`src/ebtcp_pkg.sv`:
```
// shared constants, types and helpers of the eight-bit compare/pwm timer
package ebtcp_pkg;

    localparam int unsigned DATA_W = 8;
    localparam int unsigned ADDR_W = 3;
    localparam int unsigned PRESC_W = 10;

    // register offsets
    localparam logic [ADDR_W-1:0] ADDR_CTRL_A = 3'h0;
    localparam logic [ADDR_W-1:0] ADDR_CTRL_B = 3'h1;
    localparam logic [ADDR_W-1:0] ADDR_COUNTER = 3'h2;
    localparam logic [ADDR_W-1:0] ADDR_CMP_A = 3'h3;
    localparam logic [ADDR_W-1:0] ADDR_CMP_B = 3'h4;
    localparam logic [ADDR_W-1:0] ADDR_FLAGS = 3'h5;
    localparam logic [ADDR_W-1:0] ADDR_INT_EN = 3'h6;
    localparam logic [ADDR_W-1:0] ADDR_ASYNC = 3'h7;

    // field positions
    localparam int unsigned CTRLA_COMA_LSB = 6;
    localparam int unsigned CTRLA_COMB_LSB = 4;
    localparam int unsigned CTRLA_WGM_LSB = 0;
    localparam int unsigned CTRLB_FORCE_A_BIT = 7;
    localparam int unsigned CTRLB_FORCE_B_BIT = 6;
    localparam int unsigned CTRLB_WGM2_BIT = 3;
    localparam int unsigned CTRLB_CS_LSB = 0;
    localparam int unsigned FLAG_OVF_BIT = 0;
    localparam int unsigned FLAG_CMPA_BIT = 1;
    localparam int unsigned FLAG_CMPB_BIT = 2;
    localparam int unsigned ASYNC_SEL_BIT = 0;

    // reset values
    localparam logic [DATA_W-1:0] RST_BYTE = 8'h00;
    localparam logic [2:0] RST_FLAGS = 3'h0;
    localparam logic [2:0] RST_CS = 3'h0;

    // count landmarks
    localparam logic [DATA_W-1:0] CNT_BOTTOM = 8'h00;
    localparam logic [DATA_W-1:0] CNT_MAX = 8'hff;
    localparam logic [DATA_W-1:0] CNT_STEP = 8'h01;

    // clock select code that stops the timer
    localparam logic [2:0] CS_STOPPED = 3'h0;

    typedef enum logic [2:0] {
        WGM_NORMAL = 3'h0,
        WGM_PC_MAX = 3'h1,
        WGM_CTC = 3'h2,
        WGM_FAST_MAX = 3'h3,
        WGM_RSV4 = 3'h4,
        WGM_PC_CMP = 3'h5,
        WGM_RSV6 = 3'h6,
        WGM_FAST_CMP = 3'h7
    } ebtcp_wgm_t;

    typedef enum logic [1:0] {
        COM_OFF = 2'h0,
        COM_TOGGLE = 2'h1,
        COM_CLEAR = 2'h2,
        COM_SET = 2'h3
    } ebtcp_com_t;

    typedef enum logic {
        DIR_UP = 1'b0,
        DIR_DOWN = 1'b1
    } ebtcp_dir_t;

    function automatic logic is_fast(input ebtcp_wgm_t wgm);
        return (wgm == WGM_FAST_MAX) || (wgm == WGM_FAST_CMP);
    endfunction : is_fast

    function automatic logic is_phase(input ebtcp_wgm_t wgm);
        return (wgm == WGM_PC_MAX) || (wgm == WGM_PC_CMP);
    endfunction : is_phase

    function automatic logic is_pwm(input ebtcp_wgm_t wgm);
        return is_fast(wgm) || is_phase(wgm);
    endfunction : is_pwm

endpackage : ebtcp_pkg

```
`src/ebtcp_tick_gen.sv`:
```
// timer tick source: clock select, oscillator pin sync and prescaler
`timescale 1ns/100ps
module ebtcp_tick_gen
    import ebtcp_pkg::*;
#(
    parameter int unsigned PW = PRESC_W
) (
    // clock and reset
    input wire logic clk_sys,
    input wire logic arst_n,
    // selection
    input wire logic asyncClockSelect,
    input wire logic [2:0] clockSelectField,
    // oscillator pins
    input wire logic oscillatorPinOne,
    output logic oscillatorPinTwo,
    // tick
    output logic timerTick
);

    typedef struct packed {
        logic oscSync1;
        logic oscSync2;
        logic oscPrev;
        logic [PW-1:0] presc;
        logic tick;
    } ebtcp_tick_state_t;

    ebtcp_tick_state_t stateReg;
    ebtcp_tick_state_t stateNext;

    // divisor mask per clock select code: 1, 8, 32, 64, 128, 256, 1024
    function automatic logic [PW-1:0] tap_mask(input logic [2:0] cs);
        case (cs)
            3'h1: return PW'(0);
            3'h2: return PW'(7);
            3'h3: return PW'(31);
            3'h4: return PW'(63);
            3'h5: return PW'(127);
            3'h6: return PW'(255);
            default: return PW'(1023);
        endcase
    endfunction : tap_mask

    logic srcEdge;

    always_comb begin
        stateNext = stateReg;
        stateNext.oscSync1 = oscillatorPinOne;
        stateNext.oscSync2 = stateReg.oscSync1;
        stateNext.oscPrev = stateReg.oscSync2;
        // io clock by default, crystal edge when async selected
        srcEdge = asyncClockSelect ? (stateReg.oscSync2 & ~stateReg.oscPrev) : 1'b1;
        stateNext.tick = 1'b0;
        if (clockSelectField == CS_STOPPED) begin
            stateNext.presc = '0;
        end else if (srcEdge) begin
            stateNext.presc = stateReg.presc + PW'(1);
            stateNext.tick = ((stateReg.presc & tap_mask(clockSelectField)) == '0);
        end
    end

    always_ff @(posedge clk_sys or negedge arst_n) begin
        if (!arst_n) begin
            stateReg <= '0;
        end else begin
            stateReg <= stateNext;
        end
    end

    assign timerTick = stateReg.tick;
    assign oscillatorPinTwo = ~stateReg.oscSync2;

endmodule : ebtcp_tick_gen

```
`src/ebtcp_compare_out.sv`:
```
// one compare output channel: output state, waveform actions, port override
`timescale 1ns/100ps
module ebtcp_compare_out
    import ebtcp_pkg::*;
#(
    parameter logic TOGGLE_IN_PWM = 1'b0
) (
    // clock and reset
    input wire logic clk_sys,
    input wire logic arst_n,
    // events from the counter
    input wire logic timerTick,
    input wire logic compareMatch,
    input wire logic wrapToBottom,
    input wire logic forceCompareStrobe,
    // configuration
    input wire ebtcp_wgm_t waveformMode,
    input wire ebtcp_com_t compareOutputMode,
    // port
    input wire logic portData,
    input wire logic outputPinDirectionBit,
    output logic compareOutputState,
    output logic pinOut,
    output logic pinOe
);

    typedef struct packed {
        logic oc;
    } ebtcp_oc_state_t;

    ebtcp_oc_state_t stateReg;
    ebtcp_oc_state_t stateNext;

    function automatic logic apply_com(input ebtcp_com_t com, input logic cur);
        case (com)
            COM_TOGGLE: return ~cur;
            COM_CLEAR: return 1'b0;
            COM_SET: return 1'b1;
            default: return cur;
        endcase
    endfunction : apply_com

    always_comb begin
        stateNext = stateReg;
        if (!is_pwm(waveformMode)) begin
            // forced action needs no real match, pin need not be enabled
            if ((timerTick && compareMatch) || forceCompareStrobe) begin
                stateNext.oc = apply_com(compareOutputMode, stateReg.oc);
            end
        end else if (is_fast(waveformMode)) begin
            if (timerTick && wrapToBottom) begin
                if (compareOutputMode == COM_CLEAR) begin
                    stateNext.oc = 1'b1;
                end else if (compareOutputMode == COM_SET) begin
                    stateNext.oc = 1'b0;
                end
            end else if (timerTick && compareMatch) begin
                if (compareOutputMode == COM_TOGGLE) begin
                    if (TOGGLE_IN_PWM && waveformMode[2]) begin
                        stateNext.oc = ~stateReg.oc;
                    end
                end else begin
                    stateNext.oc = apply_com(compareOutputMode, stateReg.oc);
                end
            end
        end
    end

    always_ff @(posedge clk_sys or negedge arst_n) begin
        if (!arst_n) begin
            stateReg <= '0;
        end else begin
            stateReg <= stateNext;
        end
    end

    assign compareOutputState = stateReg.oc;
    // mode bits act at once, override in every waveform mode
    assign pinOut = (compareOutputMode != COM_OFF) ? stateReg.oc : portData;
    assign pinOe = outputPinDirectionBit;

endmodule : ebtcp_compare_out

```
`src/ebtcp_timer.sv`:
```
// eight-bit timer/counter with two compare channels and fast pwm
//
// Operation
// - tick from io clock, crystal when selected
// - each tick clears, increments or decrements counter
// - clock select zero stops all ticks
// - counter readable and writable at any time
// - processor write beats hardware clear or count
// - three-bit waveform mode split over two registers
// - compare always; flag set on next tick
// - enabled flag requests interrupt; service or one clears
// - output mode bits act immediately, unbuffered
// - nonzero mode overrides port; direction bit still gates
// - output state settable before pin enabled
// - mode zero leaves output state unchanged
// - force strobe applies action in non-pwm modes
// - mode 0 counts up, wraps ff to 00
// - mode 0 overflow flag set when counter zeroes
// - mode 2 clears counter on compare a
// - mode 2 compare a unbuffered, late match wraps
// - mode 2 toggle output a on match
// - mode 2 overflow flag on max to zero
// - modes 3 and 7 count up to top
// - fast pwm clear on match, set at bottom
// - fast pwm clears counter tick after top
// - fast pwm overflow flag on the tick that wraps top to bottom
// - bottom is zero, maximum is ff
//
// Implementation choices: strobed register access and the placing of the registers.
`timescale 1ns/100ps
module ebtcp_timer
    import ebtcp_pkg::*;
#(
    parameter int unsigned PW = PRESC_W
) (
    // clock and reset
    input wire logic clk_sys,
    input wire logic arst_n,
    // register port
    input wire logic [ADDR_W-1:0] regAddr,
    input wire logic [DATA_W-1:0] regWdata,
    input wire logic regWrite,
    input wire logic regRead,
    output logic [DATA_W-1:0] regRdata,
    // interrupt requests and service acknowledges
    output logic irqOverflow,
    output logic irqCompareA,
    output logic irqCompareB,
    input wire logic ackOverflow,
    input wire logic ackCompareA,
    input wire logic ackCompareB,
    // oscillator pins
    input wire logic oscillatorPinOne,
    output logic oscillatorPinTwo,
    // channel a pin
    input wire logic portDataA,
    input wire logic outputPinDirectionBitA,
    output logic compareOutputA,
    output logic compareOutputAOe,
    // channel b pin
    input wire logic portDataB,
    input wire logic outputPinDirectionBitB,
    output logic compareOutputB,
    output logic compareOutputBOe
);

    typedef struct packed {
        logic [DATA_W-1:0] controlRegisterA;
        logic waveformModeBit2;
        logic [2:0] clockSelectField;
        logic asyncClockSelect;
        logic [DATA_W-1:0] counterValue;
        logic [DATA_W-1:0] compareValueA;
        logic [DATA_W-1:0] compareValueB;
        logic [DATA_W-1:0] activeCompareA;
        logic [DATA_W-1:0] activeCompareB;
        logic overflowFlag;
        logic compareFlagA;
        logic compareFlagB;
        logic [2:0] intEnable;
        ebtcp_dir_t direction;
        logic forceA;
        logic forceB;
        logic [DATA_W-1:0] rdata;
    } ebtcp_state_t;

    ebtcp_state_t stateReg;
    ebtcp_state_t stateNext;

    logic timerTick;
    ebtcp_wgm_t waveformMode;
    ebtcp_com_t compareOutputModeA;
    ebtcp_com_t compareOutputModeB;
    logic [DATA_W-1:0] topValue;
    logic matchA;
    logic matchB;
    logic atTop;
    logic wrapToBottom;
    logic pwmMatchA;
    logic pwmMatchB;
    logic setOverflow;
    logic wrCtrlA;
    logic wrCtrlB;
    logic wrFlags;
    logic [DATA_W-1:0] cnt;

    function automatic logic [DATA_W-1:0] cnt_inc(input logic [DATA_W-1:0] v);
        return v + CNT_STEP;
    endfunction : cnt_inc

    function automatic logic [DATA_W-1:0] cnt_dec(input logic [DATA_W-1:0] v);
        return v - CNT_STEP;
    endfunction : cnt_dec

    // waveform mode from both control registers
    assign waveformMode = ebtcp_wgm_t'({stateReg.waveformModeBit2,
        stateReg.controlRegisterA[CTRLA_WGM_LSB +: 2]});
    assign compareOutputModeA = ebtcp_com_t'(stateReg.controlRegisterA[CTRLA_COMA_LSB +: 2]);
    assign compareOutputModeB = ebtcp_com_t'(stateReg.controlRegisterA[CTRLA_COMB_LSB +: 2]);

    // top is max or compare a depending on mode
    assign topValue = ((waveformMode == WGM_FAST_CMP) || (waveformMode == WGM_PC_CMP)) ?
        stateReg.activeCompareA : CNT_MAX;

    // continuous comparators
    assign matchA = (stateReg.counterValue == stateReg.activeCompareA);
    assign matchB = (stateReg.counterValue == stateReg.activeCompareB);
    assign atTop = (stateReg.counterValue == topValue);
    assign wrapToBottom = is_fast(waveformMode) && atTop;

    // in fast pwm, match at top ignored when mode bit 1 set
    assign pwmMatchA = matchA && !(is_fast(waveformMode) && (stateReg.activeCompareA == topValue)
        && compareOutputModeA[1]);
    assign pwmMatchB = matchB && !(is_fast(waveformMode) && (stateReg.activeCompareB == topValue)
        && compareOutputModeB[1]);

    assign wrCtrlA = regWrite && (regAddr == ADDR_CTRL_A);
    assign wrCtrlB = regWrite && (regAddr == ADDR_CTRL_B);
    assign wrFlags = regWrite && (regAddr == ADDR_FLAGS);

    always_comb begin
        stateNext = stateReg;
        setOverflow = 1'b0;
        cnt = stateReg.counterValue;
        stateNext.forceA = 1'b0;
        stateNext.forceB = 1'b0;

        // counting sequence per waveform mode on each tick
        if (timerTick) begin
            case (waveformMode)
                WGM_CTC: begin
                    if (matchA) begin
                        cnt = CNT_BOTTOM;
                    end else begin
                        cnt = cnt_inc(stateReg.counterValue);
                    end
                    setOverflow = (stateReg.counterValue == CNT_MAX);
                end
                WGM_FAST_MAX, WGM_FAST_CMP: begin
                    if (atTop) begin
                        cnt = CNT_BOTTOM;
                        setOverflow = 1'b1;
                        stateNext.activeCompareA = stateReg.compareValueA;
                        stateNext.activeCompareB = stateReg.compareValueB;
                    end else begin
                        cnt = cnt_inc(stateReg.counterValue);
                    end
                end
                WGM_PC_MAX, WGM_PC_CMP: begin
                    if (stateReg.direction == DIR_UP) begin
                        if (atTop) begin
                            stateNext.direction = DIR_DOWN;
                            cnt = cnt_dec(stateReg.counterValue);
                            stateNext.activeCompareA = stateReg.compareValueA;
                            stateNext.activeCompareB = stateReg.compareValueB;
                        end else begin
                            cnt = cnt_inc(stateReg.counterValue);
                        end
                    end else begin
                        if (stateReg.counterValue == CNT_BOTTOM) begin
                            stateNext.direction = DIR_UP;
                            cnt = cnt_inc(stateReg.counterValue);
                            setOverflow = 1'b1;
                        end else begin
                            cnt = cnt_dec(stateReg.counterValue);
                        end
                    end
                end
                default: begin
                    // normal and reserved modes: free count, wrap ff to 00
                    cnt = cnt_inc(stateReg.counterValue);
                    setOverflow = (stateReg.counterValue == CNT_MAX);
                end
            endcase
        end
        if (!is_phase(waveformMode)) begin
            stateNext.direction = DIR_UP;
        end

        // processor write to the counter wins over hardware
        if (regWrite && (regAddr == ADDR_COUNTER)) begin
            stateNext.counterValue = regWdata;
        end else begin
            stateNext.counterValue = cnt;
        end

        // control and configuration registers
        if (wrCtrlA) begin
            stateNext.controlRegisterA = regWdata & 8'hf3;
        end
        if (wrCtrlB) begin
            stateNext.waveformModeBit2 = regWdata[CTRLB_WGM2_BIT];
            stateNext.clockSelectField = regWdata[CTRLB_CS_LSB +: 3];
            // force strobes only act outside pwm
            stateNext.forceA = regWdata[CTRLB_FORCE_A_BIT] && !is_pwm(waveformMode);
            stateNext.forceB = regWdata[CTRLB_FORCE_B_BIT] && !is_pwm(waveformMode);
        end
        if (regWrite && (regAddr == ADDR_ASYNC)) begin
            stateNext.asyncClockSelect = regWdata[ASYNC_SEL_BIT];
        end
        if (regWrite && (regAddr == ADDR_INT_EN)) begin
            stateNext.intEnable = regWdata[2:0];
        end

        // compare values: direct outside pwm, buffered until top inside
        if (regWrite && (regAddr == ADDR_CMP_A)) begin
            stateNext.compareValueA = regWdata;
            if (!is_pwm(waveformMode)) begin
                stateNext.activeCompareA = regWdata;
            end
        end
        if (regWrite && (regAddr == ADDR_CMP_B)) begin
            stateNext.compareValueB = regWdata;
            if (!is_pwm(waveformMode)) begin
                stateNext.activeCompareB = regWdata;
            end
        end

        // flags: set beats service or write-one clear
        stateNext.overflowFlag = (stateReg.overflowFlag
            & ~(ackOverflow | (wrFlags & regWdata[FLAG_OVF_BIT]))) | setOverflow;
        stateNext.compareFlagA = (stateReg.compareFlagA
            & ~(ackCompareA | (wrFlags & regWdata[FLAG_CMPA_BIT])))
            | (timerTick & matchA);
        stateNext.compareFlagB = (stateReg.compareFlagB
            & ~(ackCompareB | (wrFlags & regWdata[FLAG_CMPB_BIT])))
            | (timerTick & matchB);

        // read data stand only in the cycle after the strobe
        stateNext.rdata = RST_BYTE;
        if (regRead) begin
            case (regAddr)
                ADDR_CTRL_A: stateNext.rdata = stateReg.controlRegisterA;
                ADDR_CTRL_B: stateNext.rdata = {4'h0, stateReg.waveformModeBit2,
                    stateReg.clockSelectField};
                ADDR_COUNTER: stateNext.rdata = stateReg.counterValue;
                ADDR_CMP_A: stateNext.rdata = stateReg.compareValueA;
                ADDR_CMP_B: stateNext.rdata = stateReg.compareValueB;
                ADDR_FLAGS: stateNext.rdata = {5'h00, stateReg.compareFlagB,
                    stateReg.compareFlagA, stateReg.overflowFlag};
                ADDR_INT_EN: stateNext.rdata = {5'h00, stateReg.intEnable};
                ADDR_ASYNC: stateNext.rdata = {7'h00, stateReg.asyncClockSelect};
                default: stateNext.rdata = RST_BYTE;
            endcase
        end
    end

    always_ff @(posedge clk_sys or negedge arst_n) begin
        if (!arst_n) begin
            stateReg <= '0;
            stateReg.clockSelectField <= RST_CS;
            stateReg.controlRegisterA <= RST_BYTE;
            stateReg.counterValue <= RST_BYTE;
            stateReg.direction <= DIR_UP;
        end else begin
            stateReg <= stateNext;
        end
    end

    ebtcp_tick_gen #(
        .PW(PW)
    ) u_tick (
        .clk_sys(clk_sys),
        .arst_n(arst_n),
        .asyncClockSelect(stateReg.asyncClockSelect),
        .clockSelectField(stateReg.clockSelectField),
        .oscillatorPinOne(oscillatorPinOne),
        .oscillatorPinTwo(oscillatorPinTwo),
        .timerTick(timerTick)
    );

    ebtcp_compare_out #(
        .TOGGLE_IN_PWM(1'b1)
    ) u_out_a (
        .clk_sys(clk_sys),
        .arst_n(arst_n),
        .timerTick(timerTick),
        .compareMatch(pwmMatchA),
        .wrapToBottom(wrapToBottom),
        .forceCompareStrobe(stateReg.forceA),
        .waveformMode(waveformMode),
        .compareOutputMode(compareOutputModeA),
        .portData(portDataA),
        .outputPinDirectionBit(outputPinDirectionBitA),
        .compareOutputState(),
        .pinOut(compareOutputA),
        .pinOe(compareOutputAOe)
    );

    ebtcp_compare_out #(
        .TOGGLE_IN_PWM(1'b0)
    ) u_out_b (
        .clk_sys(clk_sys),
        .arst_n(arst_n),
        .timerTick(timerTick),
        .compareMatch(pwmMatchB),
        .wrapToBottom(wrapToBottom),
        .forceCompareStrobe(stateReg.forceB),
        .waveformMode(waveformMode),
        .compareOutputMode(compareOutputModeB),
        .portData(portDataB),
        .outputPinDirectionBit(outputPinDirectionBitB),
        .compareOutputState(),
        .pinOut(compareOutputB),
        .pinOe(compareOutputBOe)
    );

    // interrupt requests from enabled flags
    assign irqOverflow = stateReg.overflowFlag & stateReg.intEnable[FLAG_OVF_BIT];
    assign irqCompareA = stateReg.compareFlagA & stateReg.intEnable[FLAG_CMPA_BIT];
    assign irqCompareB = stateReg.compareFlagB & stateReg.intEnable[FLAG_CMPB_BIT];
    assign regRdata = stateReg.rdata;

endmodule : ebtcp_timer

```
`config.mk`:
```
export PLATFORM = sky130hd
export DESIGN_NAME = ebtcp_timer
export DESIGN_NICKNAME = d
export VERILOG_FILES = /design/src/ebtcp_pkg.sv /design/src/ebtcp_tick_gen.sv /design/src/ebtcp_compare_out.sv /design/src/ebtcp_timer.sv
export SDC_FILE = /design/constraint.sdc
export NUM_CORES = 1
export LEC_CHECK = 0
export BUFFER_PORTS_ARGS = -buffer_cell sky130_fd_sc_hd__buf_2
export CELL_PAD_IN_SITES_DETAIL_PLACEMENT = 0
export CELL_PAD_IN_SITES_GLOBAL_PLACEMENT = 1
export CORE_UTILIZATION = 47
export DETAILED_ROUTE_END_ITERATION = 10
export PLACE_DENSITY_LB_ADDON = 0.25
export SYNTH_ARGS = -nofsm -noshare
export SYNTH_HDL_FRONTEND = slang
export SYNTH_SLANG_ARGS = --single-unit
```
`constraint.sdc`:
```
create_clock -name clk_sys -period 2.6 [get_ports clk_sys]
set_input_delay 0.26 -clock clk_sys [delete_from_list [all_inputs] [get_ports clk_sys]]
set_output_delay 0.26 -clock clk_sys [all_outputs]
set_load 0.01 [all_outputs]
```
==> key figures <==
Outcome
  • Status: finished, final reports clean

Global route
  • Total Routing Usage GR: roughly 29%
  • Antenna violations before repair: 0
  • First-pass GRT wire length: 25200 um
  • Vias in the first global route: about 4.6k
  • Largest net degree at the start of global routing: 48
  • Grt ovf: 0

Layout
  • Filler Cells Inserted: 1016
  • # diodes: 0
  • Layout Area Growth over Synthesis: 11.4%
  • Final instance area: 6080 um2
  • Total Nets Final: approximately 650
  • Fraction of layout cells with a size suffix above 1: a little under a quarter
  • Fin util: a little over half

Power and ir drop
  • P_leak: 2.67 nW
  • Logic pwr share: a little over 40%
  • Worst VDD drop: 0.661 mV
  • Pint: between 3 and 4 mW
  • Switch Pwr: between 2 and 3 mW
  • Sequential Power Share: between 30 and 40%
  • Clock group share of total power: a little over a fifth
  • Switching part of the total power: 40.6%
  • Pwr/cell area: 1020 nW/um2

Yosys
  • Synth top area cells: dfrtp_1, mux2_2, nor2_1, xor2_1, o21ai_0
  • Mapped Area: around 5500 um2
  • Syn Area/Cell: roughly 9.0 um2
  • Sequential-to-total area share from yosys stat: just under 40%
  • Largest area contributor in the netlist: dfrtp_1
  • Cell count after synthesis: between 600 and 700
  • Share of synthesized registers carrying an async set or reset: 100%
  • Synth top area share: approximately two fifths
  • Synthesized Nets: between 600 and 700
  • #FFs+latches synth: 84
  • Synth cell types: 68
  • Synth warn: 0
  • Post-synth EDFFs: 0
  • Main synth FF type: dfrtp_1

Worst setup path
  • Worst Setup End Kind: flop
  • Worst path slowest cell: or4_1
  • Crit start category: flop
  • Worst Path Required: roughly 2.9 ns
  • WP buf/inv: 0
  • Worst EP arrival: between 2 and 3 ns
  • Crit-path max FO: 7
  • CP cell instances: or4_4 > or4_1 > nor2_2 > a21oi_1 > o21a_1 > nand2b_1 > a211oi_1
  • CP max stage delay: ~0.60 ns
  • Crit Path Class: flop to flop
  • CP delay by family, top: simple AND/OR/NAND/NOR gates

Floorplanning
  • Starting Density: between 40% and 50%
  • # IOs: 39
  • Die Wd: around 110 um
  • Row cnt: 38
  • DIE AREA: 12000 um2
  • Core ar.: 11100 um2
  • Die Ht: roughly 110 um

Placement
  • Post-Place Cell Area: 5750 um2
  • IO buf count: 34
  • RePlAce Congestion: ~0.96
  • Post-place setup slack: 0.169 ns
  • Post-DP HPWL: 11500 um

Clocking
  • Cts bufs inserted: 9
  • Clk pin slew, worst setup/hold paths: 0.06 ns
  • CTS tree: built
  • Longest Clk Path Bufs: 2
  • H-tree depth: 3
  • Worst-skew pair later-pin latency: about 0.35 ns
  • Root buf cell: clkbuf_16
  • Clock sink count: 84

Route
  • DR iter-0 viols: 392
  • Post-Route WL: about 16000 um
  • Routed Antenna Nets: 0
  • Routed vias: around 4.7k
  • DRC Markers: 0
  • DR vias/cell: a little over 6
  • Routed wire per std cell: 20.5 um
  • TritonRoute pass-1 iters: 5

Run
  • Max capacitance violation total: 0

Timing
  • Fin. Hold Viols: 0
  • RSZ-0062 raised after global routing: no
  • Final min period: 2.44 ns
  • Max-slew headroom: approximately 54%
  • Final Setup Violations: 0
  • Clock skew: ~0.0063 ns
  • Peak Freq: 0.410 GHz
  • Tcrit/Tclk final: between 90% and 100%
  • Setup TNS: 0 ns
  • Slew Limit Fails: 0
  • Final worst slack: roughly 0.16 ns
  • Slew @ Worst Pin: 0.690 ns

Hold path
  • Worst min path class: primary input to flop
worst paths after layout:
kind	start	to	slack, ns	cells past startpoint
max	stateReg[51]$_DFFE_PN0P_	stateReg[52]$_DFFE_PN0P_	0.16	7
min	oscillatorPinOne	u_tick.stateNext[12]$_DFF_PN0_	0.04	1
max reg2reg	stateReg[51]$_DFFE_PN0P_	stateReg[52]$_DFFE_PN0P_	0.16	7
min reg2reg	u_tick.stateNext[12]$_DFF_PN0_	u_tick.stateNext[11]$_DFF_PN0_	0.35	0
max in group asynchronous	arst_n	stateReg[16]$_DFF_PN0_	1.49	3
min in group asynchronous	arst_n	stateReg[30]$_DFF_PN0_	0.48	2
metrics by stage:
| stage | power (mW) | cells | hold slack, ns |
|---|---|---|---|
| detailed placement | 4.81 | 755 | 0.337 |
| floorplan | 4.00 | 606 | -0.0356 |
| CTS | 6.17 | 771 | 0.0319 |
| finish | 6.20 | 771 | 0.0351 |
| global placement | 4.75 | 755 | 0.336 |
| global route | 6.61 | 771 | 0.0267 |
cell type report:
cell class | count | area [um2] | share of cell area (%)
Multi-Input combinational cell | 450 | 2990 | 49.2
Sequential cell | 84 | 2100 | 34.6
Timing Repair Buffer | 66 | 440 | 7.25
Clock buffer | 11 | 253 | 4.16
Tap cell | 140 | 175 | 2.88
Inverter | 16 | 60.1 | 0.988
Clock inverter | 4 | 56.3 | 0.926
routing by layer:
metal  global-route usage [%]  vias up  wire, um  part of all wire (%)
li1                         -     2190         -                     -
met1                     38.8     2325      7010                    44
met2                     44.9      173      7550                    48
met3                     6.58       23       906                   5.7
met4                     9.62        0       359                   2.3
met5                        0        -         0                     0
state kept, by name (all words and copies together) (netlist names):
| register | cells |
|---|---|
| compareOutputModeA | 2 |
| compareOutputModeB | 2 |
| regRdata | 8 |
| stateReg | 56 |
| u_out_a.compareOutputState | 1 |
| u_out_b.compareOutputState | 1 |
| u_tick.stateNext | 2 |
| u_tick.stateReg | 11 |
| u_tick.timerTick | 1 |
synthesized netlist by cell type (2+ instances only):
master / instances
a2bb2oi_1: 4
o22ai_1: 3
a32oi_1: 6
mux2i_1: 10
o211ai_1: 2
o21ai_0: 37
a211oi_1: 3
a221oi_1: 9
inv_1: 16
nand3_1: 13
buf_6: 2
a41oi_1: 2
o21ai_1: 2
nor2b_1: 5
nand2b_1: 5
nor4bb_1: 2
ha_1: 4
and3_1: 7
nor2_1: 80
xor2_1: 32
a21o_1: 18
a21oi_1: 34
nand4bb_1: 3
buf_4: 12
o21ai_2: 9
o21a_1: 2
xnor2_1: 9
nand2_1: 47
o31ai_1: 3
mux2_2: 31
or3_1: 4
a31oi_1: 2
clkbuf_1: 23
and2_1: 8
dfrtp_1: 84
nand4_1: 5
nor4_1: 6
nor3_1: 8
buf_2: 6
buf_1: 9
nor3b_1: 2
a221oi_2: 10
and4b_1: 2
kinds of logic (layout without fill, tap and decap cells):
family / after synthesis / in the layout / share of synthesized area (%)
fa+ha+maj: 4 / 4 / 0.917
mux: 41 / 41 / 8.23
xor+xnor: 41 / 41 / 6.58
flops: 84 / 84 / 38.5
simple gates: 209 / 209 / 18.7
buf+inv: 72 / 97 / 6.79
compound gates: 155 / 155 / 20.2
power by group through the flow:
stage	Sequential [mW]	Combinational [mW]	Clock (mW)
after detailed placement	2.31	2.50	0
final	2.31	2.55	1.34
after global routing	2.37	2.81	1.43
after CTS	2.29	2.52	1.37
after global placement	2.29	2.46	0
after floorplan	1.96	2.04	0
placed cells by master, fill, tap and decap left out, types with 10 or more instances in the layout:
cell / Yosys / routed
dfrtp_1: 84 / 83
nor2_1: 80 / 80
nand2_1: 47 / 47
o21ai_0: 37 / 37
a21oi_1: 34 / 34
buf_2: 6 / 33
xor2_1: 32 / 32
mux2_2: 31 / 31
buf_4: 12 / 30
a21o_1: 18 / 18
inv_1: 16 / 16
nand3_1: 13 / 13
a221oi_2: 10 / 10
mux2i_1: 10 / 10
what timing repair did:
item,4_1_cts,5_1_grt
endpoints found under the hold margin,46,0
hold buffers,1,0
gates resized for setup,0,2
setup buffers,0,0
setup endpoints to repair,0,4
No activity file was read; power rests on OpenSTA's default activity.
